[src/rtl/srbc_pkg.sv]
// Package: register layout, field positions and reset values for the bucket config word
package srbc_pkg;
  localparam logic [7:0] CFG_OFFSET = 8'h00;
  localparam logic [7:0] STATUS_OFFSET = 8'h04;
  localparam logic [7:0] CLASS_OFFSET = 8'h08;
  localparam logic [7:0] COUNT0_OFFSET = 8'h0C;
  localparam logic [7:0] COUNT1_OFFSET = 8'h10;
  localparam int GAP_BIT = 18;
  localparam int B1_RATE_BIT = 17;
  localparam int B1_MASK_LSB = 9;
  localparam int B0_RATE_BIT = 8;
  localparam int RSVD7_BIT = 7;
  localparam int B0_MASK_LSB = 0;
  localparam int MASK_W = 7;
  localparam logic [31:0] CFG_RESET = 32'h0001_0080;
  localparam logic [31:0] CFG_WMASK = 32'h0007_FFFF;
  localparam int CLS_UC_HIT = 0;
  localparam int CLS_MC_HIT = 1;
  localparam int CLS_RSVD_MAC = 2;
  localparam int CLS_BCAST = 3;
  localparam int CLS_MC_MISS = 4;
  localparam int CLS_UC_MISS = 5;
  localparam int CLS_RSVD = 6;
  localparam logic [15:0] COUNT_RESET = 16'h0000;
endpackage

[src/rtl/srbc_counter.sv]
// Saturating event counter used for per-bucket charged-frame statistics
`timescale 1ns/1ps
module srbc_counter #(
  parameter int WIDTH = 16
) (
  input wire logic sys_clk,
  input wire logic rst_n,
  input wire logic inc,
  input wire logic clr,
  output logic [WIDTH-1:0] count
);
  logic [WIDTH-1:0] count_reg;
  assign count = count_reg;
  // Saturates so software never sees a wrap that looks like a quiet period
  always_ff @(posedge sys_clk or negedge rst_n) begin
    if (!rst_n) begin
      count_reg <= '0;
    end else if (inc) begin
      // An increment in the clear cycle wins, even when already saturated
      if (!(&count_reg)) begin
        count_reg <= count_reg + WIDTH'(1);
      end
    end else if (clr) begin
      count_reg <= '0;
    end
  end
endmodule

[src/rtl/srbc_top.sv]
// Storm suppression bucket configuration word with per-frame class steering
//
// The plain strobed port and the address map were chosen for this implementation.
`timescale 1ns/1ps
// What this block does
// - Bits 15:9 hold bucket 1 class mask; set enables suppression; resets zero.
// - Bucket 1 mask bits 9..15: uc hit, mc hit, rsvd mac, bcast, mc miss, uc miss, rsvd.
// - Bit 8 clear means bucket 0 counts absolute rate; reset value clear.
// - Bit 8 set means bucket 0 rate is normalised to link speed.
// - Bit 7 reserved, resets one, software writes default, no function.
// - Bits 6:0 hold bucket 0 class mask; set enables suppression; resets zero.
// - Bucket 0 mask bits 0..6 in same class order as bucket 1.
// - Bit 18 set includes inter-packet gap in rate measurement; default excludes.
module srbc_top #(
  parameter int CNT_W = 16
) (
  input wire logic sys_clk,
  input wire logic rst_n,
  input wire logic [7:0] reg_addr,
  input wire logic [31:0] reg_wdata,
  input wire logic reg_wr,
  input wire logic reg_rd,
  output logic [31:0] reg_rdata,
  input wire logic frame_valid,
  input wire logic [6:0] frame_class,
  input wire logic bucket0_over,
  input wire logic bucket1_over,
  output logic bucket0_charge,
  output logic bucket1_charge,
  output logic frame_drop,
  output logic bucket0_rate_mode_select,
  output logic bucket1_rate_mode_select,
  output logic gap_length_include,
  output logic [6:0] bucket0_class_mask,
  output logic [6:0] bucket1_class_mask
);
  logic [31:0] cfg_reg;
  logic [31:0] rdata_reg;
  logic [31:0] rdata_next;
  logic [6:0] last_class_reg;
  logic [1:0] last_hit_reg;
  logic drop_reg;
  logic clr_counts;
  logic [CNT_W-1:0] count0;
  logic [CNT_W-1:0] count1;
  logic hit0;
  logic hit1;

  // =====================================================
  // Helpers
  function automatic logic class_hit(input logic [6:0] mask, input logic [6:0] cls);
    class_hit = |(mask & cls);
  endfunction

  // =====================================================
  // Configuration word
  // Only bits 18:0 are writable; upper reserved bits hold zero
  always_ff @(posedge sys_clk or negedge rst_n) begin
    if (!rst_n) begin
      cfg_reg <= srbc_pkg::CFG_RESET;
    end else if (reg_wr && reg_addr == srbc_pkg::CFG_OFFSET) begin
      cfg_reg <= reg_wdata & srbc_pkg::CFG_WMASK;
    end
  end

  assign bucket1_class_mask = cfg_reg[srbc_pkg::B1_MASK_LSB +: srbc_pkg::MASK_W];
  assign bucket0_class_mask = cfg_reg[srbc_pkg::B0_MASK_LSB +: srbc_pkg::MASK_W];
  // Low selects absolute count, high selects link-speed normalised count
  assign bucket0_rate_mode_select = cfg_reg[srbc_pkg::B0_RATE_BIT];
  assign bucket1_rate_mode_select = cfg_reg[srbc_pkg::B1_RATE_BIT];
  assign gap_length_include = cfg_reg[srbc_pkg::GAP_BIT];
  // Bit 7 is stored for readback only and steers nothing

  // =====================================================
  // Frame steering
  // Class vector is one-hot in the order unicast hit first, reserved last;
  // the reserved class bit is masked like the others so software decides
  assign hit0 = frame_valid && class_hit(bucket0_class_mask, frame_class);
  assign hit1 = frame_valid && class_hit(bucket1_class_mask, frame_class);
  assign bucket0_charge = hit0;
  assign bucket1_charge = hit1;
  // Suppression only through a bucket that watches this class
  assign frame_drop = (hit0 && bucket0_over) || (hit1 && bucket1_over);

  always_ff @(posedge sys_clk or negedge rst_n) begin
    if (!rst_n) begin
      last_class_reg <= '0;
      last_hit_reg <= '0;
      drop_reg <= 1'b0;
    end else if (frame_valid) begin
      last_class_reg <= frame_class;
      last_hit_reg <= {hit1, hit0};
      drop_reg <= frame_drop;
    end
  end

  // =====================================================
  // Statistics
  assign clr_counts = reg_rd && reg_addr == srbc_pkg::STATUS_OFFSET;

  srbc_counter #(.WIDTH(CNT_W)) u_count0 (
    .sys_clk(sys_clk),
    .rst_n(rst_n),
    .inc(hit0),
    .clr(clr_counts),
    .count(count0)
  );

  srbc_counter #(.WIDTH(CNT_W)) u_count1 (
    .sys_clk(sys_clk),
    .rst_n(rst_n),
    .inc(hit1),
    .clr(clr_counts),
    .count(count1)
  );

  // =====================================================
  // Read path
  always_comb begin
    rdata_next = 32'h0000_0000;
    if (reg_addr == srbc_pkg::CFG_OFFSET) begin
      rdata_next = cfg_reg;
    end else if (reg_addr == srbc_pkg::STATUS_OFFSET) begin
      rdata_next = {29'h0000_0000, drop_reg, last_hit_reg};
    end else if (reg_addr == srbc_pkg::CLASS_OFFSET) begin
      rdata_next = {25'h000_0000, last_class_reg};
    end else if (reg_addr == srbc_pkg::COUNT0_OFFSET) begin
      rdata_next = 32'(count0);
    end else if (reg_addr == srbc_pkg::COUNT1_OFFSET) begin
      rdata_next = 32'(count1);
    end
  end

  always_ff @(posedge sys_clk or negedge rst_n) begin
    if (!rst_n) begin
      rdata_reg <= 32'h0000_0000;
    end else if (reg_rd) begin
      rdata_reg <= rdata_next;
    end
  end
  assign reg_rdata = rdata_reg;
endmodule

[config.mk]
export PLATFORM = sky130hd
export DESIGN_NAME = srbc_top
export DESIGN_NICKNAME = d
export VERILOG_FILES = /design/src/rtl/srbc_pkg.sv /design/src/rtl/srbc_counter.sv /design/src/rtl/srbc_top.sv
export SDC_FILE = /design/constraint.sdc
export NUM_CORES = 1
export LEC_CHECK = 0
export BUFFER_PORTS_ARGS = -buffer_cell sky130_fd_sc_hd__buf_4
export CAP_MARGIN = 20
export CORE_MARGIN = 2
export CORE_UTILIZATION = 59
export DETAILED_ROUTE_END_ITERATION = 12
export PLACE_DENSITY = 0.86
export SYNTH_ARGS = -nofsm -noshare
export SYNTH_HDL_FRONTEND = slang
export SYNTH_SLANG_ARGS = --single-unit
[constraint.sdc]
create_clock -name sys_clk -period 3.45 [get_ports sys_clk]
set_input_delay 0.345 -clock sys_clk [delete_from_list [all_inputs] [get_ports sys_clk]]
set_output_delay 0.345 -clock sys_clk [all_outputs]
set_load 0.01 [all_outputs]
# Word level (Yosys, flattened, before mapping)
# Cells that the tools add are included.
# totals
in_bits	54
wordCells	43
output_inout_bits	52
register_bits	93
# classes
n_addsub	2
reduce_logical	16
n_bitwise	2
eq_ne	6
mux	10
# op_table
op	count
two-way mux 16 bit	8
two-way mux 32 bit	2
adder 16 x 1 -> 16 bit (second input constant)	2
AND reduction 16 bit	2
== test 8 x 4 -> 1 bit (second input constant)	2
bitwise AND 7 bit	2
OR reduction 7 bit	2
== test 8 x 3 -> 1 bit (second input constant)	1
== test 8 x 5 -> 1 bit (second input constant)	1
logical NOT 8 bit	1
logical AND 1 bit	6
!= test 2 bit (second input constant)	2
AND reduction 2 bit	2
nonzero test 2 bit	2
logical OR 1 bit	1

# Logic depth before layout (Yosys ltp)
# Gate-level depths: netlist of run 1.
# logic_depth
word_depth	6
ltp_mapped	8

# Modules after synthesis
# A second synthesis of run 1 with hierarchy kept.
# unflattened
hier_cells	413
area_unflattened_um2	4394.2
# modules_own_cells
module	area_per_inst_um2	seq_area_each_um2	cells_per_inst	n_inst
srbc_top	2549.9	1203.7	225	1
srbc_counter	922.1	400.4	94	2

# Worst setup path before layout of run 1
# OpenSTA, ideal clock, no wires.
# synth_path
kind	input-to-reg
from	input port reg_addr[0]
to	register u_count1.count_reg[0] (netlist: u_count1.count[0])
arrival_ns	2.006
setup_slack_ns	1.319
t_required_ns	3.325
path_buffers	2
path_stages	6
setup_time_ns	0.125
path_cell_list	or4_1 -> buf_2 -> or3b_1 -> buf_2 -> mux2_2 -> mux2_4
# synth_via
elab_chain_cells	4
# synth_rtl
element	line	rtl
from (decl)	srbc_top.sv:19	input wire logic [7:0] reg_addr,
== test 8 x 3 -> 1 bit	srbc_top.sv:99	assign clr_counts = reg_rd && reg_addr == srbc_pkg::STATUS_OFFSET;
logical AND 1 bit	srbc_top.sv:99	
nonzero test 2 bit (no line)	--	
AND reduction 2 bit (no line)	--	
to (signal assigned)	srbc_counter.sv:21	count_reg <= count_reg + WIDTH'(1);
to (decl)	srbc_counter.sv:12	logic [WIDTH-1:0] count_reg;
# Every way passes these cells.
# A chain may end at the register's enable or synchronous reset.

# Final worst setup path of run 1
# layout_path
from	register cfg_reg[2]
to	output port frame_drop
# layout_via
elab_chain_cells	5
# layout_rtl
element	line	rtl
from (decl)	srbc_top.sv:37	logic [31:0] cfg_reg;
from (signal assigned)	srbc_top.sv:60	cfg_reg <= srbc_pkg::CFG_RESET;
from (signal assigned)	srbc_top.sv:62	cfg_reg <= reg_wdata & srbc_pkg::CFG_WMASK;
bitwise AND 7 bit	srbc_top.sv:52	class_hit = |(mask & cls);
OR reduction 7 bit	srbc_top.sv:52	
logical AND 1 bit	srbc_top.sv:78	assign hit0 = frame_valid && class_hit(bucket0_class_mask, frame_class);
logical AND 1 bit	srbc_top.sv:83	assign frame_drop = (hit0 && bucket0_over) || (hit1 && bucket1_over);
logical OR 1 bit	srbc_top.sv:83	
to (decl)	srbc_top.sv:30	output logic frame_drop,
# Every way passes these cells.

==> flow_summary.rst, run 1 <==
.. list-table::
   :header-rows: 1

   * - Metric
     - Value
   * - Worst-case headroom to the max-slew limit
     - 0.435
   * - Placeable core region
     - 7610 sq um
   * - Share of the core filled with cells
     - 0.687
   * - Total global routing track utilization
     - 0.288
   * - Wire length reported by the detailed router
     - around 12,000 um
   * - Combinational family with the most area after synthesis
     - simple AND/OR/NAND/NOR gates
   * - Shortest period the worst path allows
     - 2.97 ns
   * - Netlist Area Pre-Place
     - 4540 sq um
   * - Primary flip-flop cell chosen by synthesis mapping
     - sky130_fd_sc_hd__dfrtp_1
   * - DR pass1 iterations
     - 5
   * - Basic-gate share of the synthesized area counting and, or, nand and nor cells
     - 0.197
   * - Share of synthesized cell area in full adder, half adder and majority cells
     - 0.00551
   * - Xor/xnor cell area share of the yosys netlist
     - 0
   * - Async set-or-reset flop fraction in the synthesized netlist
     - 1.00
   * - Layout cells sized above 1
     - 0.265
   * - # nets final
     - 565
   * - Worst-case clock skew
     - 0.0105 ns
   * - Final Max Tran Viols
     - 0
   * - Pint
     - 0.00145 W
   * - Routed vias
     - 4,122
   * - Clock root buffer
     - sky130_fd_sc_hd__clkbuf_8
   * - Setup fix buffers added after clock tree synthesis
     - 0
   * - Die area
     - ~8400 sq um
   * - Total number of H-tree levels
     - 3
   * - Clock latency of the later-clocked register in the worst-skew pair
     - 0.36 ns
   * - Overall power
     - 0.00214 W
   * - Data required time at the worst endpoint
     - 3.11 ns
   * - Pwr per Cell Area
     - about 410 nW/um^2
   * - TritonCTS clock tree
     - yes
   * - Critical path buffers and inverters
     - 2
   * - Number of enable-type register cells in the synthesized netlist
     - 0
   * - Antenna violation net count after detailed routing
     - 0
   * - Largest net degree at the start of global routing
     - 81
   * - Detailed placement HPWL
     - 8540 um
   * - Global route overflow
     - 0
   * - Switching Share
     - 0.322
   * - Final hold violations
     - 0
   * - Number of vias per cell after detailed routing
     - 6.69
   * - Vias in the first global route
     - slightly below 4,000
   * - Share of power burned in combinational logic
     - 0.167
   * - Routability congestion estimate from global placement
     - 0.971
   * - Num ports
     - 106
   * - Wire length of the first global-routing pass
     - 19,200 um
   * - Biggest area consumer among synthesized cells
     - sky130_fd_sc_hd__dfrtp_1
   * - Endpoint kind of the worst setup timing path
     - primary output
   * - Average detailed-routed wire length per instance
     - approximately 19 um
   * - Count of filler cells inserted in the layout
     - 570
   * - Most frequent cells after synthesis
     - 78 x sky130_fd_sc_hd__dfrtp_1, 28 x sky130_fd_sc_hd__mux2_2, 27 x sky130_fd_sc_hd__buf_4, 27 x sky130_fd_sc_hd__nand3_1, 23 x sky130_fd_sc_hd__nor2_1
   * - Number of inserted diodes
     - 0
   * - Fraction of synthesized cell area taken by the top area cell type
     - 0.430
   * - Outcome
     - complete, no violations
   * - Static power due to leakage
     - around 2.4 nW
   * - Crit share post-route
     - 0.862
   * - MaxCap Viol Count
     - 0
   * - Cell at the slowest stage of the critical path
     - sky130_fd_sc_hd__a31o_2
   * - Critical path start-end classification
     - flip-flop to primary output
   * - Critical path startpoint category
     - flip-flop
   * - Area contributors post-synth
     - sky130_fd_sc_hd__dfrtp_1 43%, sky130_fd_sc_hd__mux2_2 6.9%, sky130_fd_sc_hd__buf_4 4.5%, sky130_fd_sc_hd__nand3_1 3.0%, sky130_fd_sc_hd__mux2i_1 2.4%
   * - Initial antenna violation count
     - 0
   * - Total negative setup slack
     - 0 ns
   * - Arrival @ worst endpoint
     - 2.63 ns
   * - Instance area at placement
     - 5010 sq um
   * - Leading cell type by number of instances after synthesis
     - sky130_fd_sc_hd__dfrtp_1
   * - Setup repair after global routing missed its margin
     - false
   * - Synth Register Bits
     - 80
   * - Tightest Pin Transition
     - approximately 0.84 ns
   * - Peak supply drop
     - 0.274 mV
   * - Horizontal die dimension
     - 91.8 um
   * - CTS Buf Count
     - 9
   * - Number of input and output port buffers inserted
     - 79
   * - Classification of the worst-slack hold path
     - input port to flip-flop
   * - Power share of the sequential group
     - 0.536
   * - Maximum root-to-sink buffer count
     - 2
   * - Initial DRC Count
     - 378
   * - Fmax achieved
     - 336 MHz
   * - Yosys cell types
     - 60
   * - Highest net fanout along the worst path
     - 20
   * - Signed area change from the synthesized netlist to the final layout
     - 15.0%
   * - Share of power burned in the clock network
     - 0.297
   * - PnR worst setup slack
     - roughly 0.48 ns
   * - Detailed-route DRC error count
     - 0
   * - Largest stage delay, worst path
     - 0.49 ns
   * - Fraction of synthesized area in multiplexers
     - 0.0969
   * - Clock sink total
     - 80
   * - Chip height
     - 91.8 um
   * - Crit-path leading delay family
     - compound AO/OA/AOI/OAI gates
   * - Cell count after synthesis
     - approximately 460
   * - DP Worst Slack
     - a little under 0.8 ns
   * - Initial core utilization
     - 0.597
   * - Final setup viols
     - 0
   * - Share of synthesized area occupied by flip-flops and latches
     - 0.441
   * - Cells traversed along the worst timing path
     - a222oi_1 -> a31o_2 -> inv_1 -> a22o_1 -> buf_4
   * - Post-synthesis average cell area
     - between 9 and 10 sq um
   * - Synth warn
     - 0
   * - Net switching power of the design
     - 0.000690 W
   * - Final design instance area without fill
     - 5230 sq um
   * - Complex-gate fraction of the synthesized area
     - 0.177
   * - CTS clock-pin slew for the worst setup and hold paths
     - 0.09 ns
   * - Site row count
     - 32
## timing repair
item | in CTS | in global routing
hold buffers | 0 | 1
endpoints found under the hold margin | 0 | 26
endpoints found under the setup margin | 0 | 0
resized for setup | 0 | 0
## routing by layer
metal,GRT usage,up-vias,part of all wire
li1,-,1828,-
met2,0.457,230,0.47
met3,0.0542,41,0.085
met5,0,-,0
met4,0.136,0,0.034
met1,0.386,2023,0.41
## final cells by class
class / instances / area [sq um] / area share
tap: 102 / 128 / 0.0244
clock inverter: 7 / 55.1 / 0.0105
timing repair buffer: 82 / 638 / 0.122
inverter: 16 / 60.1 / 0.0115
multi-input combinational: 320 / 2220 / 0.424
sequential: 80 / 2000 / 0.384
clock buffer: 9 / 124 / 0.0237
## logic make-up after synthesis
kind of cell | after synthesis
simple gates | 157
compound gates | 108
flops | 80
buf+inv | 69
mux | 40
fa+ha+maj | 2
other cells | 1
## through the flow
stage | hold slack (ns) | cells
floorplan | 0.0494 | 469
global route | 0.205 | 616
detailed placement | 0.478 | 598
CTS | 0.188 | 614
global placement | 0.464 | 598
finish | 0.210 | 616
## path summary, 6_finish.rpt
kind | startpoint | to | slack [ns] | cells past startpoint
worst max register to register | cfg_reg[2]$_DFFE_PN0P_ | u_count0.count[10]$_DFFE_PN0P_ | 0.86 | 5
min in group asynchronous | rst_n | u_count1.count[12]$_DFFE_PN0P_ | 0.44 | 2
worst min-delay path | reg_wdata[8] | cfg_reg[8]$_DFFE_PN0P_ | 0.21 | 2
worst max-delay path | cfg_reg[2]$_DFFE_PN0P_ | frame_drop | 0.48 | 5
max in group asynchronous | rst_n | cfg_reg[7]$_DFFE_PN1P_ | 2.39 | 3
worst min register to register | last_hit_reg[0]$_DFFE_PN0P_ | last_hit_reg[0]$_DFFE_PN0P_ | 0.49 | 1
## layout by cell type (no fill, tap or decap), types with 13 or more instances in the layout
cell type                 count
sky130_fd_sc_hd__buf_4       80
sky130_fd_sc_hd__mux2_2      28
sky130_fd_sc_hd__dfrtp_1     78
sky130_fd_sc_hd__nand2_1     19
sky130_fd_sc_hd__nor2_1      23
sky130_fd_sc_hd__a22oi_1     13
sky130_fd_sc_hd__a21oi_1     13
sky130_fd_sc_hd__nand3_1     27
sky130_fd_sc_hd__conb_1      13
sky130_fd_sc_hd__nor3_1      17
sky130_fd_sc_hd__inv_1       16
## worst register-to-register path: stages, from the launching register on
cell and delay [ns]:
sky130_fd_sc_hd__dfrtp_1 0.45, sky130_fd_sc_hd__a222oi_1 0.44, sky130_fd_sc_hd__a31o_2 0.49, sky130_fd_sc_hd__inv_1 0.43, sky130_fd_sc_hd__nor2_1 0.52, sky130_fd_sc_hd__nor3_1 0.14
## power by group through the flow
stage | clock network, W | logic (W) | registers (W)
after floorplan | 0 | 0.000265 | 0.00110
after CTS | 0.000645 | 0.000352 | 0.00114
after global routing | 0.000687 | 0.000397 | 0.00116
final | 0.000637 | 0.000357 | 0.00115
after global placement | 0 | 0.000335 | 0.00115
after detailed placement | 0 | 0.000350 | 0.00116
Note: power is estimated with default switching activity, not from simulation.
==> inputs of run 2 (changes only) <==
--- a/config.mk
+++ b/config.mk
@@ -8,9 +8,9 @@
 export BUFFER_PORTS_ARGS = -buffer_cell sky130_fd_sc_hd__buf_4
 export CAP_MARGIN = 20
 export CORE_MARGIN = 2
-export CORE_UTILIZATION = 59
+export CORE_UTILIZATION = 45
 export DETAILED_ROUTE_END_ITERATION = 12
-export PLACE_DENSITY = 0.86
+export PLACE_DENSITY = 0.69
 export SYNTH_ARGS = -nofsm -noshare
 export SYNTH_HDL_FRONTEND = slang
 export SYNTH_SLANG_ARGS = --single-unit
==> constraint.sdc (replaced) <==
create_clock -name sys_clk -period 3.6 [get_ports sys_clk]
set_input_delay 0.36 -clock sys_clk [delete_from_list [all_inputs] [get_ports sys_clk]]
set_output_delay 0.36 -clock sys_clk [all_outputs]
set_load 0.01 [all_outputs]
==> run 2 against run 1 <==
Clock-buffer cell count did not move. Via count fell by 2.0%. Final area up 2.3%. Critical endpoint unchanged. Sequential share of layout area shrank 0.85 points. Flip-flop and latch count unchanged. Register-to-register slack better by 0.16 ns. Final cell count rose by 5.0%. Critical path depth unchanged. Clock skew is 0.0048 ns higher.
==> flow_summary.rst, run 2 (synthesis gave the netlist of run 1 again) <==
.. list-table::
   :header-rows: 1

   * - Metric
     - Value
   * - Top library cells by usage in the layout, fill and taps aside
     - 80 x sky130_fd_sc_hd__buf_4, 78 x sky130_fd_sc_hd__dfrtp_1, 28 x sky130_fd_sc_hd__mux2_2, 27 x sky130_fd_sc_hd__nand3_1, 23 x sky130_fd_sc_hd__nor2_1
   * - Initial core utilization
     - 0.465 (-0.132)
   * - Total negative setup slack
     - 0 ns (unchanged)
   * - Crit share post-route
     - 0.838
   * - Initial DRC Count
     - 393 (+4.0%)
   * - Clock latency of the later-clocked register in the worst-skew pair
     - 0.36 ns (about the same)
   * - # nets final
     - 565 (unchanged)
   * - Maximum root-to-sink buffer count
     - 2 (unchanged)
   * - Critical path start-end classification
     - flip-flop to primary output
   * - TritonCTS clock tree
     - yes
   * - Number of input and output port buffers inserted
     - 79 (unchanged)
   * - Setup repair after global routing missed its margin
     - false
   * - Die area
     - 10,900 sq um (+30%)
   * - Highest net fanout along the worst path
     - 20 (unchanged)
   * - Arrival @ worst endpoint
     - 2.66 ns (+0.03 ns)
   * - Antenna violation net count after detailed routing
     - 0 (unchanged)
   * - Number of inserted diodes
     - 0 (unchanged)
   * - CTS Buf Count
     - 9 (unchanged)
   * - Outcome
     - complete, no violations
   * - Routed vias
     - 4,041 (-2.0%)
   * - MaxCap Viol Count
     - 0 (unchanged)
   * - Fmax achieved
     - 331 MHz
   * - Final setup viols
     - 0 (unchanged)
   * - Worst-case headroom to the max-slew limit
     - 0.406 (-0.0292)
   * - Final Max Tran Viols
     - 0 (unchanged)
   * - Placeable core region
     - 9770 sq um (+28%)
   * - Wire length of the first global-routing pass
     - 19,700 um (+2.4%)
   * - Detailed-route DRC error count
     - 0 (unchanged)
   * - Initial antenna violation count
     - 0 (unchanged)
   * - Static power due to leakage
     - 2.39 nW (+1.6%)
   * - Worst-case clock skew
     - 0.0153 ns (+0.00485 ns)
   * - Detailed placement HPWL
     - 8740 um (+2.4%)
   * - Layout cells sized above 1
     - 0.265 (unchanged)
   * - Leading cell type in the layout, fill and taps excluded
     - sky130_fd_sc_hd__buf_4
   * - Peak supply drop
     - 0.343 mV (+25%)
   * - Wire length reported by the detailed router
     - 12,300 um (+2.9%)
   * - Pwr per Cell Area
     - 429 nW/um^2 (+4.6%)
   * - Horizontal die dimension
     - 104 um (+14%)
   * - Site row count
     - 36 (+13%)
   * - Endpoint kind of the worst setup timing path
     - primary output
   * - Number of vias per cell after detailed routing
     - 6.25 (-6.7%)
   * - Total number of H-tree levels
     - 3 (unchanged)
   * - Signed area change from the synthesized netlist to the final layout
     - 17.6%
   * - Chip height
     - 104 um (+14%)
   * - Classification of the worst-slack hold path
     - input port to flip-flop
   * - Clock root buffer
     - sky130_fd_sc_hd__clkbuf_8
   * - Clock sink total
     - 80 (unchanged)
   * - Setup fix buffers added after clock tree synthesis
     - 0 (unchanged)
   * - DR pass1 iterations
     - 5 (unchanged)
   * - Shortest period the worst path allows
     - 3.02 ns
   * - Critical path startpoint category
     - flip-flop
   * - Instance area at placement
     - 5050 sq um (+0.77%)
   * - Data required time at the worst endpoint
     - 3.24 ns (+0.13 ns)
   * - Global route overflow
     - 0 (unchanged)
   * - Tightest Pin Transition
     - 0.884 ns (+0.0435 ns)
   * - Final design instance area without fill
     - 5340 sq um (+2.3%)
   * - Total global routing track utilization
     - 0.227 (-0.0619)
   * - Final hold violations
     - 0 (unchanged)
   * - CTS clock-pin slew for the worst setup and hold paths
     - 0.10 ns (about the same)
   * - Average detailed-routed wire length per instance
     - 19.0 um (-2.1%)
   * - Routability congestion estimate from global placement
     - 0.899 (-7.4%)
   * - Largest net degree at the start of global routing
     - 81 (unchanged)
   * - Num ports
     - 106 (unchanged)
   * - Vias in the first global route
     - 3,747 (-3.8%)
run 2: cell count changes in the layout (fill, tap and decap cells not counted):
| cell | change |
|---|---|
| sky130_fd_sc_hd__bufinv_16 | +3 |
| sky130_fd_sc_hd__clkinv_2 | -2 |
| sky130_fd_sc_hd__clkinv_4 | -2 |
| sky130_fd_sc_hd__clkinv_8 | +1 |
| sky130_fd_sc_hd__clkinvlp_4 | -1 |
| sky130_fd_sc_hd__inv_6 | +1 |
run 2: critical path, cell delays in order (launching register included):
cell                       delay [ns]
sky130_fd_sc_hd__dfrtp_1         0.47
sky130_fd_sc_hd__a222oi_1        0.43
sky130_fd_sc_hd__a31o_2          0.49
sky130_fd_sc_hd__inv_1           0.44
sky130_fd_sc_hd__a22o_1          0.32
sky130_fd_sc_hd__buf_4           0.14
run 2: worst paths after layout:
path / slack, ns / cells past startpoint / end / startpoint
min: 0.22 / 2 / cfg_reg[15]$_DFFE_PN0P_ / reg_wdata[15]
max: 0.58 / 5 / frame_drop / cfg_reg[2]$_DFFE_PN0P_
max reg2reg: 1.02 / 5 / u_count0.count[14]$_DFFE_PN0P_ / cfg_reg[2]$_DFFE_PN0P_
max in group asynchronous: 2.58 / 3 / cfg_reg[16]$_DFFE_PN1P_ / rst_n
min reg2reg: 0.49 / 1 / last_hit_reg[1]$_DFFE_PN0P_ / last_hit_reg[1]$_DFFE_PN0P_
min in group asynchronous: 0.41 / 2 / u_count1.count[15]$_DFFE_PN0P_ / rst_n
run 2: per-stage QoR:
step                      instances  power, W  utilization  hold WS, ns  setup WS (ns)
after global placement          629   0.00143        0.516        0.463          0.948
after global routing            647   0.00240        0.547        0.194          0.429
after detailed placement        629   0.00145        0.516        0.474          0.927
after floorplan                 469   0.00131            -       0.0644           1.45
after CTS                       645   0.00230        0.543        0.209          0.584
final                           647   0.00229        0.547        0.218          0.583
run 2: cell type report:
class | instances | area (sq um)
clock inverters | 7 | 135
well taps | 133 | 166
flip-flops and latches | 80 | 2000
inverters | 16 | 60.1
clock buffers | 9 | 124
repair buffers | 82 | 638
fillers | 887 | 4430
multi-input cells | 320 | 2220
run 2: where the power goes:
part	switching, W	internal [W]
sequential	0.000124	0.000974
clock	0.000376	0.000476
combinational	0.000182	0.000161
total	0.000681	0.00161
run 2: layer usage:
metal | global-route usage | up-vias | part of all wire
met5 | 0 | - | 0
met1 | 0.318 | 1981 | 0.43
met3 | 0.0551 | 21 | 0.077
met4 | 0.0849 | 0 | 0.026
li1 | - | 1829 | -
met2 | 0.338 | 210 | 0.46
run 2: timing repair:
action	in CTS	in global routing
endpoints found under the hold margin	0	16
hold buffers	0	1
resized for setup	0	0
